### src/hdl/bsci_pkg.sv
package bsci_pkg;

    // sizes of the result and of the calibration store
    localparam int RESULT_W = 24;
    localparam int CAL_WORDS = 8;
    localparam int CAL_W = 16;
    localparam int FIFO_DEPTH = 4;
    localparam int BYTE_W = 8;

    // command byte layout
    localparam logic [7:0] CMD_RESET = 8'h1e;
    localparam logic [7:0] CMD_ADC_READ = 8'h00;
    localparam logic [7:0] CONV_PATTERN = 8'h40;
    localparam logic [7:0] CONV_MASK = 8'he1;
    localparam logic [7:0] PROM_PATTERN = 8'ha0;
    localparam logic [7:0] PROM_MASK = 8'hf1;
    localparam int CHAN_BIT = 4;
    localparam int FIELD_LSB = 1;
    localparam logic [2:0] RATIO_MAX = 3'h4;

    // reply lengths in bytes
    localparam logic [1:0] ADC_REPLY_BYTES = 2'h3;
    localparam logic [1:0] PROM_REPLY_BYTES = 2'h2;

    // upper six bits of the two-wire address, low bit from the strap
    localparam logic [5:0] I2C_ADDR_HI = 6'h3b;

    // cycles after reset release before the straps are trusted
    localparam logic [1:0] STRAP_SETTLE = 2'h3;

    // conversion length for the lowest ratio, scaled by 2**ratio
    localparam int CONV_BASE_CYCLES = 64;

    typedef enum logic [2:0] {
        BSCI_CK_NONE,
        BSCI_CK_RESET,
        BSCI_CK_CONV,
        BSCI_CK_ADC,
        BSCI_CK_PROM
    } bsci_cmd_kind_t;

    typedef struct packed {
        logic [RESULT_W-1:0] pressure;
        logic [RESULT_W-1:0] temperature;
    } bsci_sample_t;

    typedef logic [CAL_WORDS-1:0][CAL_W-1:0] bsci_calib_t;

    // synchronised pin group
    typedef struct packed {
        logic sclk;
        logic din;
        logic sel_n;
        logic proto_sel;
    } bsci_pins_t;

    // only the four documented command forms are recognised
    function automatic bsci_cmd_kind_t bsci_decode(input logic [7:0] c);
        bsci_cmd_kind_t k;
        k = BSCI_CK_NONE;
        if (c == CMD_RESET) begin
            k = BSCI_CK_RESET;
        end else if (c == CMD_ADC_READ) begin
            k = BSCI_CK_ADC;
        end else if ((c & CONV_MASK) == CONV_PATTERN &&
                     c[FIELD_LSB+:3] <= RATIO_MAX) begin
            k = BSCI_CK_CONV;
        end else if ((c & PROM_MASK) == PROM_PATTERN) begin
            k = BSCI_CK_PROM;
        end
        return k;
    endfunction

endpackage

### src/hdl/bsci_fifo.sv
`timescale 1ns/1ns
module bsci_fifo #(
    parameter int WIDTH = 8,
    parameter int DEPTH = 4
) (
    input wire logic clk,
    input wire logic rst,
    input wire logic clear,
    input wire logic in_valid,
    output logic in_ready,
    input wire logic [WIDTH-1:0] in_data,
    output logic out_valid,
    input wire logic out_ready,
    output logic [WIDTH-1:0] out_data
);
    localparam int AW = (DEPTH > 1) ? $clog2(DEPTH) : 1;

    logic [WIDTH-1:0] mem [DEPTH];
    logic [AW-1:0] wr_q;
    logic [AW-1:0] rd_q;
    logic [AW:0] cnt_q;
    logic push;
    logic pop;

    // full and empty come straight from the occupancy count
    assign in_ready = (cnt_q != (AW+1)'(DEPTH));
    assign out_valid = (cnt_q != '0);
    assign out_data = mem[rd_q];
    assign push = in_valid && in_ready && !clear;
    assign pop = out_valid && out_ready && !clear;

    // storage array has no reset; only valid entries are ever read
    always_ff @(posedge clk) begin
        if (push) begin
            mem[wr_q] <= in_data;
        end
    end

    // pointers wrap at the depth, clear drops everything stored
    always_ff @(posedge clk or posedge rst) begin
        if (rst) begin
            wr_q <= '0;
            rd_q <= '0;
            cnt_q <= '0;
        end else if (clear) begin
            wr_q <= '0;
            rd_q <= '0;
            cnt_q <= '0;
        end else begin
            if (push) begin
                wr_q <= (wr_q == AW'(DEPTH-1)) ? '0 : wr_q + 1'b1;
            end
            if (pop) begin
                rd_q <= (rd_q == AW'(DEPTH-1)) ? '0 : rd_q + 1'b1;
            end
            if (push && !pop) begin
                cnt_q <= cnt_q + 1'b1;
            end else if (pop && !push) begin
                cnt_q <= cnt_q - 1'b1;
            end
        end
    end

endmodule

### src/hdl/bsci_top.sv
`timescale 1ns/1ns
module bsci_top #(
    parameter int CONV_BASE = bsci_pkg::CONV_BASE_CYCLES
) (
    input wire logic core_clk,
    input wire logic rst,
    input wire logic protocol_select_strap,
    input wire logic select_n_strap,
    input wire logic serial_clk,
    input wire logic serial_in_line,
    input wire bsci_pkg::bsci_sample_t sensor_in,
    input wire bsci_pkg::bsci_calib_t factory_calib,
    output logic serial_out_line,
    output logic sda_out,
    output logic sda_oe,
    output logic conversion_busy,
    output logic result_ready,
    output logic i2c_mode
);
    typedef enum logic [6:0] {
        BSCI_I_IDLE = 7'b0000001,
        BSCI_I_ADDR = 7'b0000010,
        BSCI_I_AACK = 7'b0000100,
        BSCI_I_WR = 7'b0001000,
        BSCI_I_WACK = 7'b0010000,
        BSCI_I_RD = 7'b0100000,
        BSCI_I_RACK = 7'b1000000
    } bsci_i2c_state_t;

    bsci_pkg::bsci_pins_t pin_raw;
    bsci_pkg::bsci_pins_t meta_q;
    bsci_pkg::bsci_pins_t sync_q;
    bsci_pkg::bsci_pins_t prev_q;
    logic sclk_rise;
    logic sclk_fall;
    logic i2c_start;
    logic i2c_stop;
    logic [1:0] settle_q;
    logic mode_valid_q;
    logic spi_en;
    logic i2c_en;
    logic [2:0] spi_cnt_q;
    logic [7:0] spi_rx_q;
    logic [7:0] spi_tx_q;
    logic spi_pop;
    bsci_i2c_state_t ist_q;
    logic [2:0] i_cnt_q;
    logic [7:0] i_rx_q;
    logic [7:0] i_tx_q;
    logic i_ph_q;
    logic i_rw_q;
    logic i_nack_q;
    logic i2c_load;
    logic [7:0] rx_byte;
    logic cmd_stb;
    bsci_pkg::bsci_cmd_kind_t kind;
    logic accept;
    logic [2:0] field;
    logic [7:0] head;
    logic fifo_valid;
    logic fifo_ready;
    logic [7:0] out_byte;
    logic [15:0] conv_cnt_q;
    logic chan_q;
    logic corrupt_q;
    logic corrupt_now;
    logic conv_end;
    logic [bsci_pkg::RESULT_W-1:0] result_q;
    logic [bsci_pkg::RESULT_W-1:0] fresh;
    logic [bsci_pkg::CAL_W-1:0] calib_q [bsci_pkg::CAL_WORDS];
    logic [bsci_pkg::RESULT_W-1:0] reply_q;
    logic [1:0] left_q;

    assign pin_raw = {serial_clk, serial_in_line, select_n_strap,
                      protocol_select_strap};

    // two-stage synchroniser; prev_q only ever sees the second stage
    always_ff @(posedge core_clk or posedge rst) begin
        if (rst) begin
            meta_q <= '0;
            sync_q <= '0;
            prev_q <= '0;
        end else begin
            meta_q <= pin_raw;
            sync_q <= meta_q;
            prev_q <= sync_q;
        end
    end

    assign sclk_rise = sync_q.sclk && !prev_q.sclk;
    assign sclk_fall = !sync_q.sclk && prev_q.sclk;
    assign i2c_start = sync_q.sclk && prev_q.sclk && prev_q.din && !sync_q.din;
    assign i2c_stop = sync_q.sclk && prev_q.sclk && !prev_q.din && sync_q.din;

    // the protocol strap is caught once after the synchroniser has filled
    always_ff @(posedge core_clk or posedge rst) begin
        if (rst) begin
            settle_q <= '0;
            mode_valid_q <= 1'b0;
            i2c_mode <= 1'b0;
        end else if (!mode_valid_q) begin
            if (settle_q == bsci_pkg::STRAP_SETTLE) begin
                mode_valid_q <= 1'b1;
                i2c_mode <= !sync_q.proto_sel;
            end else begin
                settle_q <= settle_q + 1'b1;
            end
        end
    end

    // only one port is ever live
    assign spi_en = mode_valid_q && !i2c_mode;
    assign i2c_en = mode_valid_q && i2c_mode;

    // an empty buffer sends zeros rather than a stale entry
    assign out_byte = fifo_valid ? head : 8'h00;

    // four-wire port: bits counted on rising edges, so the idle level
    // of the clock does not matter
    assign spi_pop = spi_en && !sync_q.sel_n && sclk_fall &&
                     spi_cnt_q == 3'h0;
    always_ff @(posedge core_clk or posedge rst) begin
        if (rst) begin
            spi_cnt_q <= '0;
            spi_rx_q <= '0;
            spi_tx_q <= '0;
            serial_out_line <= 1'b0;
        end else if (!spi_en || sync_q.sel_n) begin
            spi_cnt_q <= '0;
            spi_tx_q <= '0;
            serial_out_line <= 1'b0;
        end else if (sclk_rise) begin
            spi_rx_q <= {spi_rx_q[6:0], sync_q.din};
            spi_cnt_q <= spi_cnt_q + 1'b1;
        end else if (spi_pop) begin
            serial_out_line <= out_byte[7];
            spi_tx_q <= {out_byte[6:0], 1'b0};
        end else if (sclk_fall) begin
            serial_out_line <= spi_tx_q[7];
            spi_tx_q <= {spi_tx_q[6:0], 1'b0};
        end
    end

    // a byte is loaded onto the two-wire line at the fall after an ack
    assign i2c_load = i2c_en && !i2c_start && !i2c_stop && sclk_fall &&
                      i_ph_q && ((ist_q == BSCI_I_AACK && i_rw_q) ||
                                 ist_q == BSCI_I_RACK);

    // two-wire port; sda changes only while the clock is low
    always_ff @(posedge core_clk or posedge rst) begin
        if (rst) begin
            ist_q <= BSCI_I_IDLE;
            i_cnt_q <= '0;
            i_rx_q <= '0;
            i_tx_q <= '0;
            i_ph_q <= 1'b0;
            i_rw_q <= 1'b0;
            i_nack_q <= 1'b0;
            sda_oe <= 1'b0;
        end else if (!i2c_en || i2c_stop) begin
            ist_q <= BSCI_I_IDLE;
            sda_oe <= 1'b0;
        end else if (i2c_start) begin
            ist_q <= BSCI_I_ADDR;
            i_cnt_q <= '0;
            sda_oe <= 1'b0;
        end else if (i2c_load) begin
            ist_q <= BSCI_I_RD;
            i_cnt_q <= '0;
            sda_oe <= !out_byte[7];
            i_tx_q <= {out_byte[6:0], 1'b0};
        end else begin
            unique case (ist_q)
                BSCI_I_IDLE: begin
                    sda_oe <= 1'b0;
                end
                BSCI_I_ADDR, BSCI_I_WR: begin
                    if (sclk_rise) begin
                        i_rx_q <= {i_rx_q[6:0], sync_q.din};
                        i_cnt_q <= i_cnt_q + 1'b1;
                        i_ph_q <= 1'b0;
                        if (i_cnt_q == 3'h7 && ist_q == BSCI_I_WR) begin
                            ist_q <= BSCI_I_WACK;
                        end else if (i_cnt_q == 3'h7) begin
                            // strap high answers 0x76, low 0x77
                            if (i_rx_q[6:0] ==
                                {bsci_pkg::I2C_ADDR_HI, !sync_q.sel_n}) begin
                                ist_q <= BSCI_I_AACK;
                                i_rw_q <= sync_q.din;
                            end else begin
                                ist_q <= BSCI_I_IDLE;
                            end
                        end
                    end
                end
                BSCI_I_AACK, BSCI_I_WACK: begin
                    if (sclk_fall && !i_ph_q) begin
                        sda_oe <= 1'b1;
                        i_ph_q <= 1'b1;
                    end else if (sclk_fall) begin
                        sda_oe <= 1'b0;
                        i_cnt_q <= '0;
                        ist_q <= BSCI_I_WR;
                    end
                end
                BSCI_I_RD: begin
                    if (sclk_rise) begin
                        i_cnt_q <= i_cnt_q + 1'b1;
                        if (i_cnt_q == 3'h7) begin
                            ist_q <= BSCI_I_RACK;
                            i_ph_q <= 1'b0;
                        end
                    end else if (sclk_fall) begin
                        sda_oe <= !i_tx_q[7];
                        i_tx_q <= {i_tx_q[6:0], 1'b0};
                    end
                end
                BSCI_I_RACK: begin
                    // release, then sample the master's ack; a nack returns to idle
                    if (sclk_fall && !i_ph_q) begin
                        sda_oe <= 1'b0;
                        i_ph_q <= 1'b1;
                    end else if (sclk_rise && i_ph_q) begin
                        i_nack_q <= sync_q.din;
                        if (sync_q.din) begin
                            ist_q <= BSCI_I_IDLE;
                        end
                    end
                end
            endcase
        end
    end

    // command bytes from either port reach one decoder
    assign rx_byte = i2c_en ? {i_rx_q[6:0], sync_q.din}
                            : {spi_rx_q[6:0], sync_q.din};
    assign cmd_stb = sclk_rise && !i2c_start && !i2c_stop &&
                     ((spi_en && !sync_q.sel_n && spi_cnt_q == 3'h7) ||
                      (i2c_en && ist_q == BSCI_I_WR && i_cnt_q == 3'h7));
    assign kind = bsci_pkg::bsci_decode(rx_byte);
    assign accept = cmd_stb && kind != bsci_pkg::BSCI_CK_NONE;
    assign field = rx_byte[bsci_pkg::FIELD_LSB+:3];

    // a read that races the end of conversion still corrupts it
    assign corrupt_now = corrupt_q ||
                         (accept && kind == bsci_pkg::BSCI_CK_ADC);
    assign conv_end = conversion_busy && conv_cnt_q == '0;
    assign fresh = chan_q ? sensor_in.temperature : sensor_in.pressure;

    // conversion timer runs on regardless of select or other port traffic; only a reset command stops it
    always_ff @(posedge core_clk or posedge rst) begin
        if (rst) begin
            conversion_busy <= 1'b0;
            conv_cnt_q <= '0;
            chan_q <= 1'b0;
            corrupt_q <= 1'b0;
            result_q <= '0;
            result_ready <= 1'b0;
        end else if (accept && kind == bsci_pkg::BSCI_CK_RESET) begin
            conversion_busy <= 1'b0;
            corrupt_q <= 1'b0;
            result_q <= '0;
            result_ready <= 1'b0;
        end else begin
            if (conv_end) begin
                conversion_busy <= 1'b0;
                result_q <= corrupt_now ? ~fresh : fresh;
                result_ready <= 1'b1;
                corrupt_q <= 1'b0;
            end else if (conversion_busy) begin
                conv_cnt_q <= conv_cnt_q - 1'b1;
                corrupt_q <= corrupt_now;
            end
            if (accept && kind == bsci_pkg::BSCI_CK_CONV) begin
                if (conversion_busy && !conv_end) begin
                    corrupt_q <= 1'b1;
                end else begin
                    conversion_busy <= 1'b1;
                    chan_q <= rx_byte[bsci_pkg::CHAN_BIT];
                    conv_cnt_q <= 16'(CONV_BASE << field) - 1'b1;
                    result_ready <= 1'b0;
                end
            end else if (accept && kind == bsci_pkg::BSCI_CK_ADC &&
                         !conv_end) begin
                result_ready <= 1'b0;
            end
        end
    end

    // calibration register, cleared by rst and refilled from the factory image on the reset command
    always_ff @(posedge core_clk or posedge rst) begin
        if (rst) begin
            for (int i = 0; i < bsci_pkg::CAL_WORDS; i++) begin
                calib_q[i] <= '0;
            end
        end else if (accept && kind == bsci_pkg::BSCI_CK_RESET) begin
            for (int i = 0; i < bsci_pkg::CAL_WORDS; i++) begin
                calib_q[i] <= factory_calib[i];
            end
        end
    end

    // reply bytes go into the buffer msb first; a stalled buffer holds
    // the sequencer, and every accepted command drops a stale reply
    always_ff @(posedge core_clk or posedge rst) begin
        if (rst) begin
            reply_q <= '0;
            left_q <= '0;
        end else if (accept) begin
            unique case (kind)
                bsci_pkg::BSCI_CK_ADC: begin
                    left_q <= bsci_pkg::ADC_REPLY_BYTES;
                    reply_q <= (conversion_busy || !result_ready) ?
                               '0 : result_q;
                end
                bsci_pkg::BSCI_CK_PROM: begin
                    left_q <= bsci_pkg::PROM_REPLY_BYTES;
                    reply_q <= {calib_q[field], 8'h00};
                end
                default: begin
                    left_q <= '0;
                    reply_q <= '0;
                end
            endcase
        end else if (left_q != '0 && fifo_ready) begin
            reply_q <= {reply_q[15:0], 8'h00};
            left_q <= left_q - 1'b1;
        end
    end

    // sda is open drain: the driven level is always low
    always_ff @(posedge core_clk or posedge rst) begin
        if (rst) begin
            sda_out <= 1'b0;
        end else begin
            sda_out <= 1'b0;
        end
    end

    bsci_fifo #(
        .WIDTH(bsci_pkg::BYTE_W),
        .DEPTH(bsci_pkg::FIFO_DEPTH)
    ) u_fifo (
        .clk(core_clk),
        .rst(rst),
        .clear(accept),
        .in_valid(left_q != '0),
        .in_ready(fifo_ready),
        .in_data(reply_q[23:16]),
        .out_valid(fifo_valid),
        .out_ready(spi_pop || i2c_load),
        .out_data(head)
    );

endmodule

### config.mk
export PLATFORM = sky130hd
export DESIGN_NAME = bsci_top
export DESIGN_NICKNAME = d
export VERILOG_FILES = /design/src/hdl/bsci_pkg.sv /design/src/hdl/bsci_fifo.sv /design/src/hdl/bsci_top.sv
export SDC_FILE = /design/constraint.sdc
export NUM_CORES = 1
export LEC_CHECK = 0
export ABC_AREA = 1
export BUFFER_PORTS_ARGS = -buffer_cell sky130_fd_sc_hd__buf_2
export CAP_MARGIN = 10
export CORE_ASPECT_RATIO = 0.5
export CORE_MARGIN = 4
export CORE_UTILIZATION = 47
export DETAILED_ROUTE_END_ITERATION = 16
export HOLD_SLACK_MARGIN = 0.02
export PLACE_DENSITY = 0.7
export SLEW_MARGIN = 20
export SYNTH_ARGS = -nofsm -noshare
export SYNTH_HDL_FRONTEND = slang
export SYNTH_SLANG_ARGS = --single-unit
### constraint.sdc
create_clock -name core_clk -period 7.31 [get_ports core_clk]
set_input_delay 0 -clock core_clk [delete_from_list [all_inputs] [get_ports core_clk]]
set_output_delay 0 -clock core_clk [all_outputs]
set_load 0.02 [all_outputs]
# == Word level (Yosys, flattened, before mapping) ==
# Memories as Yosys holds them, arrays and structs flattened.
# Index checks and enable logic that the tools add are counted.
# word_totals
ff_bits,266
ram_bits,32
output_inout_bits,6
wordCells,313
n_memories,1
# classes
n_addsub,10
order_cmp,2
eq_ne,43
n_shift,1
muxes,100
bitwise,11
n_reduce_logical,102
# mem_list
memory,depth,width,rd,rd_ports_with_merged_regs,wr,line,source
u_fifo.mem,4,8,1,0,1,bsci_fifo.sv:18,logic [WIDTH-1:0] mem [DEPTH];
# ops
operator,n
$mux 24,7
$mux 16,6
$mux 7,13
$mux 8,10
$bmux 16 s3,1
$pmux 24 s2,1
$mux 3,15
$logic_and 1x1->1,41
$ne 5x5->1 const B,8
$mux 1,34
$sub 16x1->16 const B,2
$pmux 7 s4,1
$not 24->24,1
$reduce_and 5->1,4
$logic_not 1->1,19
$logic_not 16->1,1
$mux 2,8
$reduce_and 8->1,2
$reduce_bool 2->1,8
$shl 7x3->16 const A,1
$reduce_bool 3->1,5
$reduce_bool 7->1,2
$ne 6x6->1 const B,2
$ne 5x3->1 const B,2
42 further kinds,75

# == Logic depth before layout (Yosys ltp) ==
# depth
depth_word,16
depth_mapped,19
depth_no_buf,18

# == Cells and area by module ==
# Synthesis repeated with hierarchy kept, for this count alone.
# hier_totals
cells_unflattened,1956
area_unflattened_um2,15040.7
# modules_own_cells
module,instances,cells_per_inst,area_per_inst_um2,seq_area_each_um2
bsci_top,1,1813,13307.8,6432.4
bsci_fifo,1,143,1732.9,1136.1

# == Worst setup path after synthesis ==
# OpenSTA, ideal clock, no wires.
# synth_path
path_type,reg-to-reg
startpoint,register i2c_mode
endpoint,register u_fifo.cnt_q[2]
setup_ns,0.065
arrival_time_ns,2.609
required_time_ns,7.245
path_slack_ns,4.636
stages_incl_launch_ff,17
cell_sequence,dfrtp_1 > nand2_2 > buf_6 > nand2_1 > nand2_1 > nor2_1 > nand3_2 > nand4_2 > nand2_2 > nand3_1 > inv_1 > fa_1 > xnor2_1 > nand4_1 > nand2_1 > nand3_1 > nand2_1
# synth_between
elab_chain_len,15
word_cells_on_any_way,41
classes_between,order compare (1); eq/ne (3); mux (7); reduce/logical (30)
# synth_lines
element,line,source
start: declaration,bsci_top.sv:18,output logic i2c_mode
start signal: assignment,bsci_top.sv:104,i2c_mode <= !sync_q.proto_sel;
$logic_and 1x1->1,bsci_top.sv:113,assign i2c_en = mode_valid_q && i2c_mode;
$mux 8,bsci_top.sv:235,"assign rx_byte = i2c_en ? {i_rx_q[6:0], sync_q.din}"
"$le 3x3->1, or another cell as far along",bsci_pkg.sv:66,c[FIELD_LSB+:3] <= RATIO_MAX) begin
$logic_and 1x1->1 / $mux 3 (equally long branches),"bsci_pkg.sv:65, bsci_pkg.sv:68",
$mux 3,bsci_pkg.sv:65,end else if ((c & CONV_MASK) == CONV_PATTERN &&
$mux 3,bsci_pkg.sv:63,end else if (c == CMD_ADC_READ) begin
$mux 3,bsci_pkg.sv:61,if (c == CMD_RESET) begin
$reduce_bool 3->1,bsci_top.sv:241,assign accept = cmd_stb && kind != bsci_pkg::BSCI_CK_NONE;
$logic_and 1x1->1,bsci_top.sv:241,
$logic_not 1->1,"bsci_fifo.sv:29, bsci_fifo.sv:30",
$logic_and 1x1->1,bsci_fifo.sv:30,assign pop = out_valid && out_ready && !clear;
$logic_not 1->1,bsci_fifo.sv:56,if (push && !pop) begin
$logic_and 1x1->1,bsci_fifo.sv:56,
$mux 3,bsci_fifo.sv:56,
$mux 3,bsci_fifo.sv:45,end else if (clear) begin
end signal: assignment,bsci_fifo.sv:57,cnt_q <= cnt_q + 1'b1;
end signal: assignment,bsci_fifo.sv:59,cnt_q <= cnt_q - 1'b1;
end: declaration,bsci_fifo.sv:21,logic [AW:0] cnt_q;
# Several ways; a longest one is shown, not always the timed one.
# A chain may end at the register's enable or synchronous reset.

# == Final worst setup path ==
# layout_path
startpoint,register i2c_mode
endpoint,register result_q[14] (netlist bit)
# layout_between
elab_chain_len,14
word_cells_on_any_way,31
classes_between,order compare (1); eq/ne (5); mux (8); reduce/logical (17)
# layout_lines
element,line,source
$logic_and 1x1->1,bsci_top.sv:113,
$mux 8,bsci_top.sv:235,
"$le 3x3->1, or another cell as far along",bsci_pkg.sv:66,
$logic_and 1x1->1 / $mux 3 (equally long branches),"bsci_pkg.sv:65, bsci_pkg.sv:68",
$mux 3,bsci_pkg.sv:65,
$mux 3,bsci_pkg.sv:63,
$mux 3,bsci_pkg.sv:61,
$reduce_bool 3->1,bsci_top.sv:241,
$logic_and 1x1->1,bsci_top.sv:241,
$logic_and 1x1->1,bsci_top.sv:246,(accept && kind == bsci_pkg::BSCI_CK_ADC);
$logic_or 1x1->1,bsci_top.sv:245,assign corrupt_now = corrupt_q ||
$mux 24,bsci_top.sv:267,result_q <= corrupt_now ? ~fresh : fresh;
$mux 24,bsci_top.sv:265,if (conv_end) begin
$mux 24,bsci_top.sv:259,end else if (accept && kind == bsci_pkg::BSCI_CK_RESET) begin
end signal: assignment,bsci_top.sv:267,
end: declaration,bsci_top.sv:68,logic [bsci_pkg::RESULT_W-1:0] result_q;
# Several ways; a longest one is shown, not always the timed one. The select of a mux whose other input is x is not followed.

==> flow_metrics.py <==
metrics = {
    "placed_design": {
        "dp.cells": 2394,
        "dpl.hpwl_mm": 25.89,
        "pre_cts_ws_ns": 3.065,
        "port_buffers": 186,
        "gp_congestion": 0.8817,
    },
    "synthesis": {
        "synth_common_cells": "642 x nand2_1, 263 x dfrtp_1, 238 x inv_1",
        "async_reset_ff_share_pct": 89.19,
        "netlist_instances": 1858,
        "synth_area_sq_mm": 0.01474,
        "synth_fp_nets": 2056,
        "synth-main-ff-cell": "dfrtp_1",
        "ys_seq_elements": 296,
        "synth_top_cell_area_share_pct": 44.66,
        "synth_area_leaders": "dfrtp_1 45%, nand2_1 16%, edfxtp_1 6.5%",
        "synth.most_common_cell": "nand2_1",
        "syn_avg_cell_area_sq_um": 7.931,
        "synth.yosys.warnings": 0,
        "synth-edff-count": 32,
        "synth_top_cell_by_area": "dfrtp_1",
        "ys_types": 51,
        "ys_seq_area_share_pct": 51.36,
    },
    "clock_tree": {
        "cts_root_buf": "clkbuf_16",
        "clock-sinks": 296,
        "path_clk_slew_ns": 0.07,
        "htree_levels": 1,
        "cts_tree": "built",
        "cts_hold_buf": 182,
        "cts_max_path_buffers": 3,
        "clk_latency_ns": 0.56,
        "cts.repair.resized": 0,
        "numCtsBuffers": 28,
        "post_cts_buffers": 0,
    },
    "detailed_routing": {
        "vias_per_cell": 5.103,
        "dr.pass1.iters": 5,
        "wl_per_cell_microns": 15.58,
        "ant_nets": 0,
        "routed_wl_mm": 40.94,
        "vias": 13405,
        "drt-initial-drc-count": 1100,
        "drc": 0,
    },
    "final_layout": {
        "fin_nets": 2381,
        "drive_above_1_share_pct": 12.72,
        "area_growth_pct": 26.35,
        "fin_cells": 2627,
        "fillerInstances": 2617,
        "seqCellArea_sq_mm": 0.007569,
        "multi_input_area_sq_mm": 0.005831,
    },
    "timing": {
        "period_minus_slack_ns": 4.494,
        "layout_setup_ws_ns": 2.816,
        "tns_ns": 0,
        "fin_skew_ns": 0.01854,
        "worst_pin_slew_ns": 0.9679,
        "rsz0062_at_grt": "false",
        "setup_violations": 0,
        "holdWs_ns": 0.06880,
        "hold_violations": 0,
        "drv_slew": 0,
        "slew_headroom_pct": 35.32,
        "max_freq_mhz": 222.5,
        "fin_crit_sh_pct": 61.47,
    },
    "floorplanning": {
        "top_level_ports": 188,
        "rows": 45,
        "die_area_sq_mm": 0.03442,
        "initial_core_util_pct": 48.11,
        "core-area_sq_mm": 0.03063,
        "fp.dieH_microns": 133.2,
        "die_w_microns": 258.4,
    },
    "global_routing": {
        "grt_start_max_net_pins": 141,
        "track_usage_pct": 23.49,
        "first_global_vias": 13178,
        "overflow": 0,
        "use_met2_pct": 38.20,
        "top_usage_layer": "met2",
        "antenna_found_initial": 1,
        "grt_pass1_wl_mm": 66.65,
        "grt_util_met3_pct": 3.723,
        "met1_usage_pct": 32.39,
    },
    "critical_path": {
        "worstPathCellList": "nand2_2 > nand2_1 > nand2_1 > nand2_2 > nor2_1 > nand2_2 > inv_2 > nand2_4 > inv_4 > nor2_2 > nand3_1 > dlygate4sd3_1 > nand2_1",
        "cp.depth": 13,
        "reg2regPathDepth": 13,
        "cp_num_buf_inv": 3,
        "crit_required_ns": 7.80,
        "cp_data_arrival_time_ns": 4.98,
        "end_kind": "register",
        "setup.worst_path.start_class": "register",
        "crit_type": "register to register",
        "cp_max_fo": 80,
        "cpMaxStageDelayCell": "nor2_2",
        "cp_top_family": "simple AND/OR/NAND/NOR gates",
        "cp_slowest_stage_delay_ns": 0.83,
    },
    "power": {
        "ir_drop_mv": 0.1717,
        "p_leak_nw": 9.138,
        "p_per_area_mw_per_mm2": 197.0,
    },
    "hold_path": {
        "min_path_type": "input port to register",
        "worstHoldPathCells": 8,
    },
    "outcome": {
        "outcome": "complete, no violations",
    },
    "job": {
        "drv_cap": 0,
    },
}
## registers in the layout, indices dropped and copies added, names as in the netlist, 3 cells and up
register and cells:
i_tx_q 7, u_fifo.mem 32, u_fifo.cnt_q 3, spi_cnt_q 3
spi_rx_q 7, i_cnt_q 3, spi_tx_q 7, sync_q 4
meta_q 4, conv_cnt_q 16, calib_q 128, ist_q 7
i_rx_q 7, reply_q 24, result_q 24
## report_power, final
part | switching [mW] | internal [mW] | leakage, nW
clock | 0.654 | 0.866 | 0.473
combinational | 0.266 | 0.173 | 5.45
sequential | 0.0215 | 1.69 | 3.21
## placed cells by master (no fill, tap or decap), types with 3 or more instances in the layout
master         instances
a21oi_1               40
o22ai_1               37
xor2_1                 6
dfrtp_1              263
or2_2                 12
nand3_1               81
nor2_1                91
o21a_1                15
o211ai_1               8
nand2_4                3
edfxtp_1              32
ha_1                  15
clkinv_2               6
buf_4                  3
dlygate4sd3_1        182
o21ai_0              171
nand4_1               45
nand3b_1              17
nand2_1              642
o221ai_1               3
inv_1                237
nor2_2                 3
nor4_1                 4
clkbuf_16             30
o21ai_1                4
nor3_1                13
a31oi_1                3
inv_4                  3
clkbuf_8               5
buf_2                186
inv_2                  5
nand2_2                5
## final cells by class
| cell class | count | share of cell area, % |
|---|---|---|
| Clock inverter | 12 | 0.6518 |
| Timing Repair Buffer | 373 | 15.07 |
| Antenna cell | 2 | 0.02688 |
| Sequential cell | 296 | 40.65 |
| Multi-Input combinational cell | 1239 | 31.31 |
| Clock buffer | 37 | 4.442 |
| Tap cell | 423 | 2.842 |
| Inverter | 245 | 5.006 |
## worst reg2reg max path: cells and delay by family (launching register included)
| kind | cells | cell delay (ns) |
|---|---|---|
| simple gates | 10 | 2.65 |
| flops | 1 | 0.63 |
| buf+inv | 3 | 1.15 |
## path summary, 6_finish.rpt
| kind | start | to | slack (ns) |
|---|---|---|---|
| worst min register to register | meta_q[2] | sync_q[2] | 0.35 |
| worst min-delay path | sensor_in[12] | result_q[12] | 0.07 |
| max in group asynchronous | rst | calib_q[105] | 5.87 |
| min in group asynchronous | rst | sda_oe | 0.13 |
| worst max register to register | i2c_mode | result_q[14] | 2.82 |
| worst max-delay path | i2c_mode | result_q[14] | 2.82 |
## logic make-up (layout without fill, tap and decap cells)
group                    Yosys count  after routing  synth area share [%]
AO/OA/AOI/OAI                    289            289                 10.91
XOR/XNOR                           8              8                0.4755
adder cells (fa/ha/maj)           16             16                 1.409
buffers and inverters            323            667                 9.153
flip-flops                       296            296                 51.36
other                              1              3               0.02545
AND/OR/NAND/NOR                  925            925                 26.67
## through the flow
step           power, mW  utilization [%]  cell area (sq um)
2_1_floorplan      1.986                -              14740
3_3_place_gp       2.096            51.68              15830
3_5_place_dp       2.098            51.72              15840
4_1_cts            3.670            60.76              18610
5_1_grt            3.815            60.78              18620
6_report           3.669            60.79              18620
## routing by layer
metal  wire [microns]  vias up
li1                 -     6579
met1            18120     6288
met5                0        -
met4             1350        0
met2            19430      414
met3             2038      124
(Power assumes the default switching activity.)
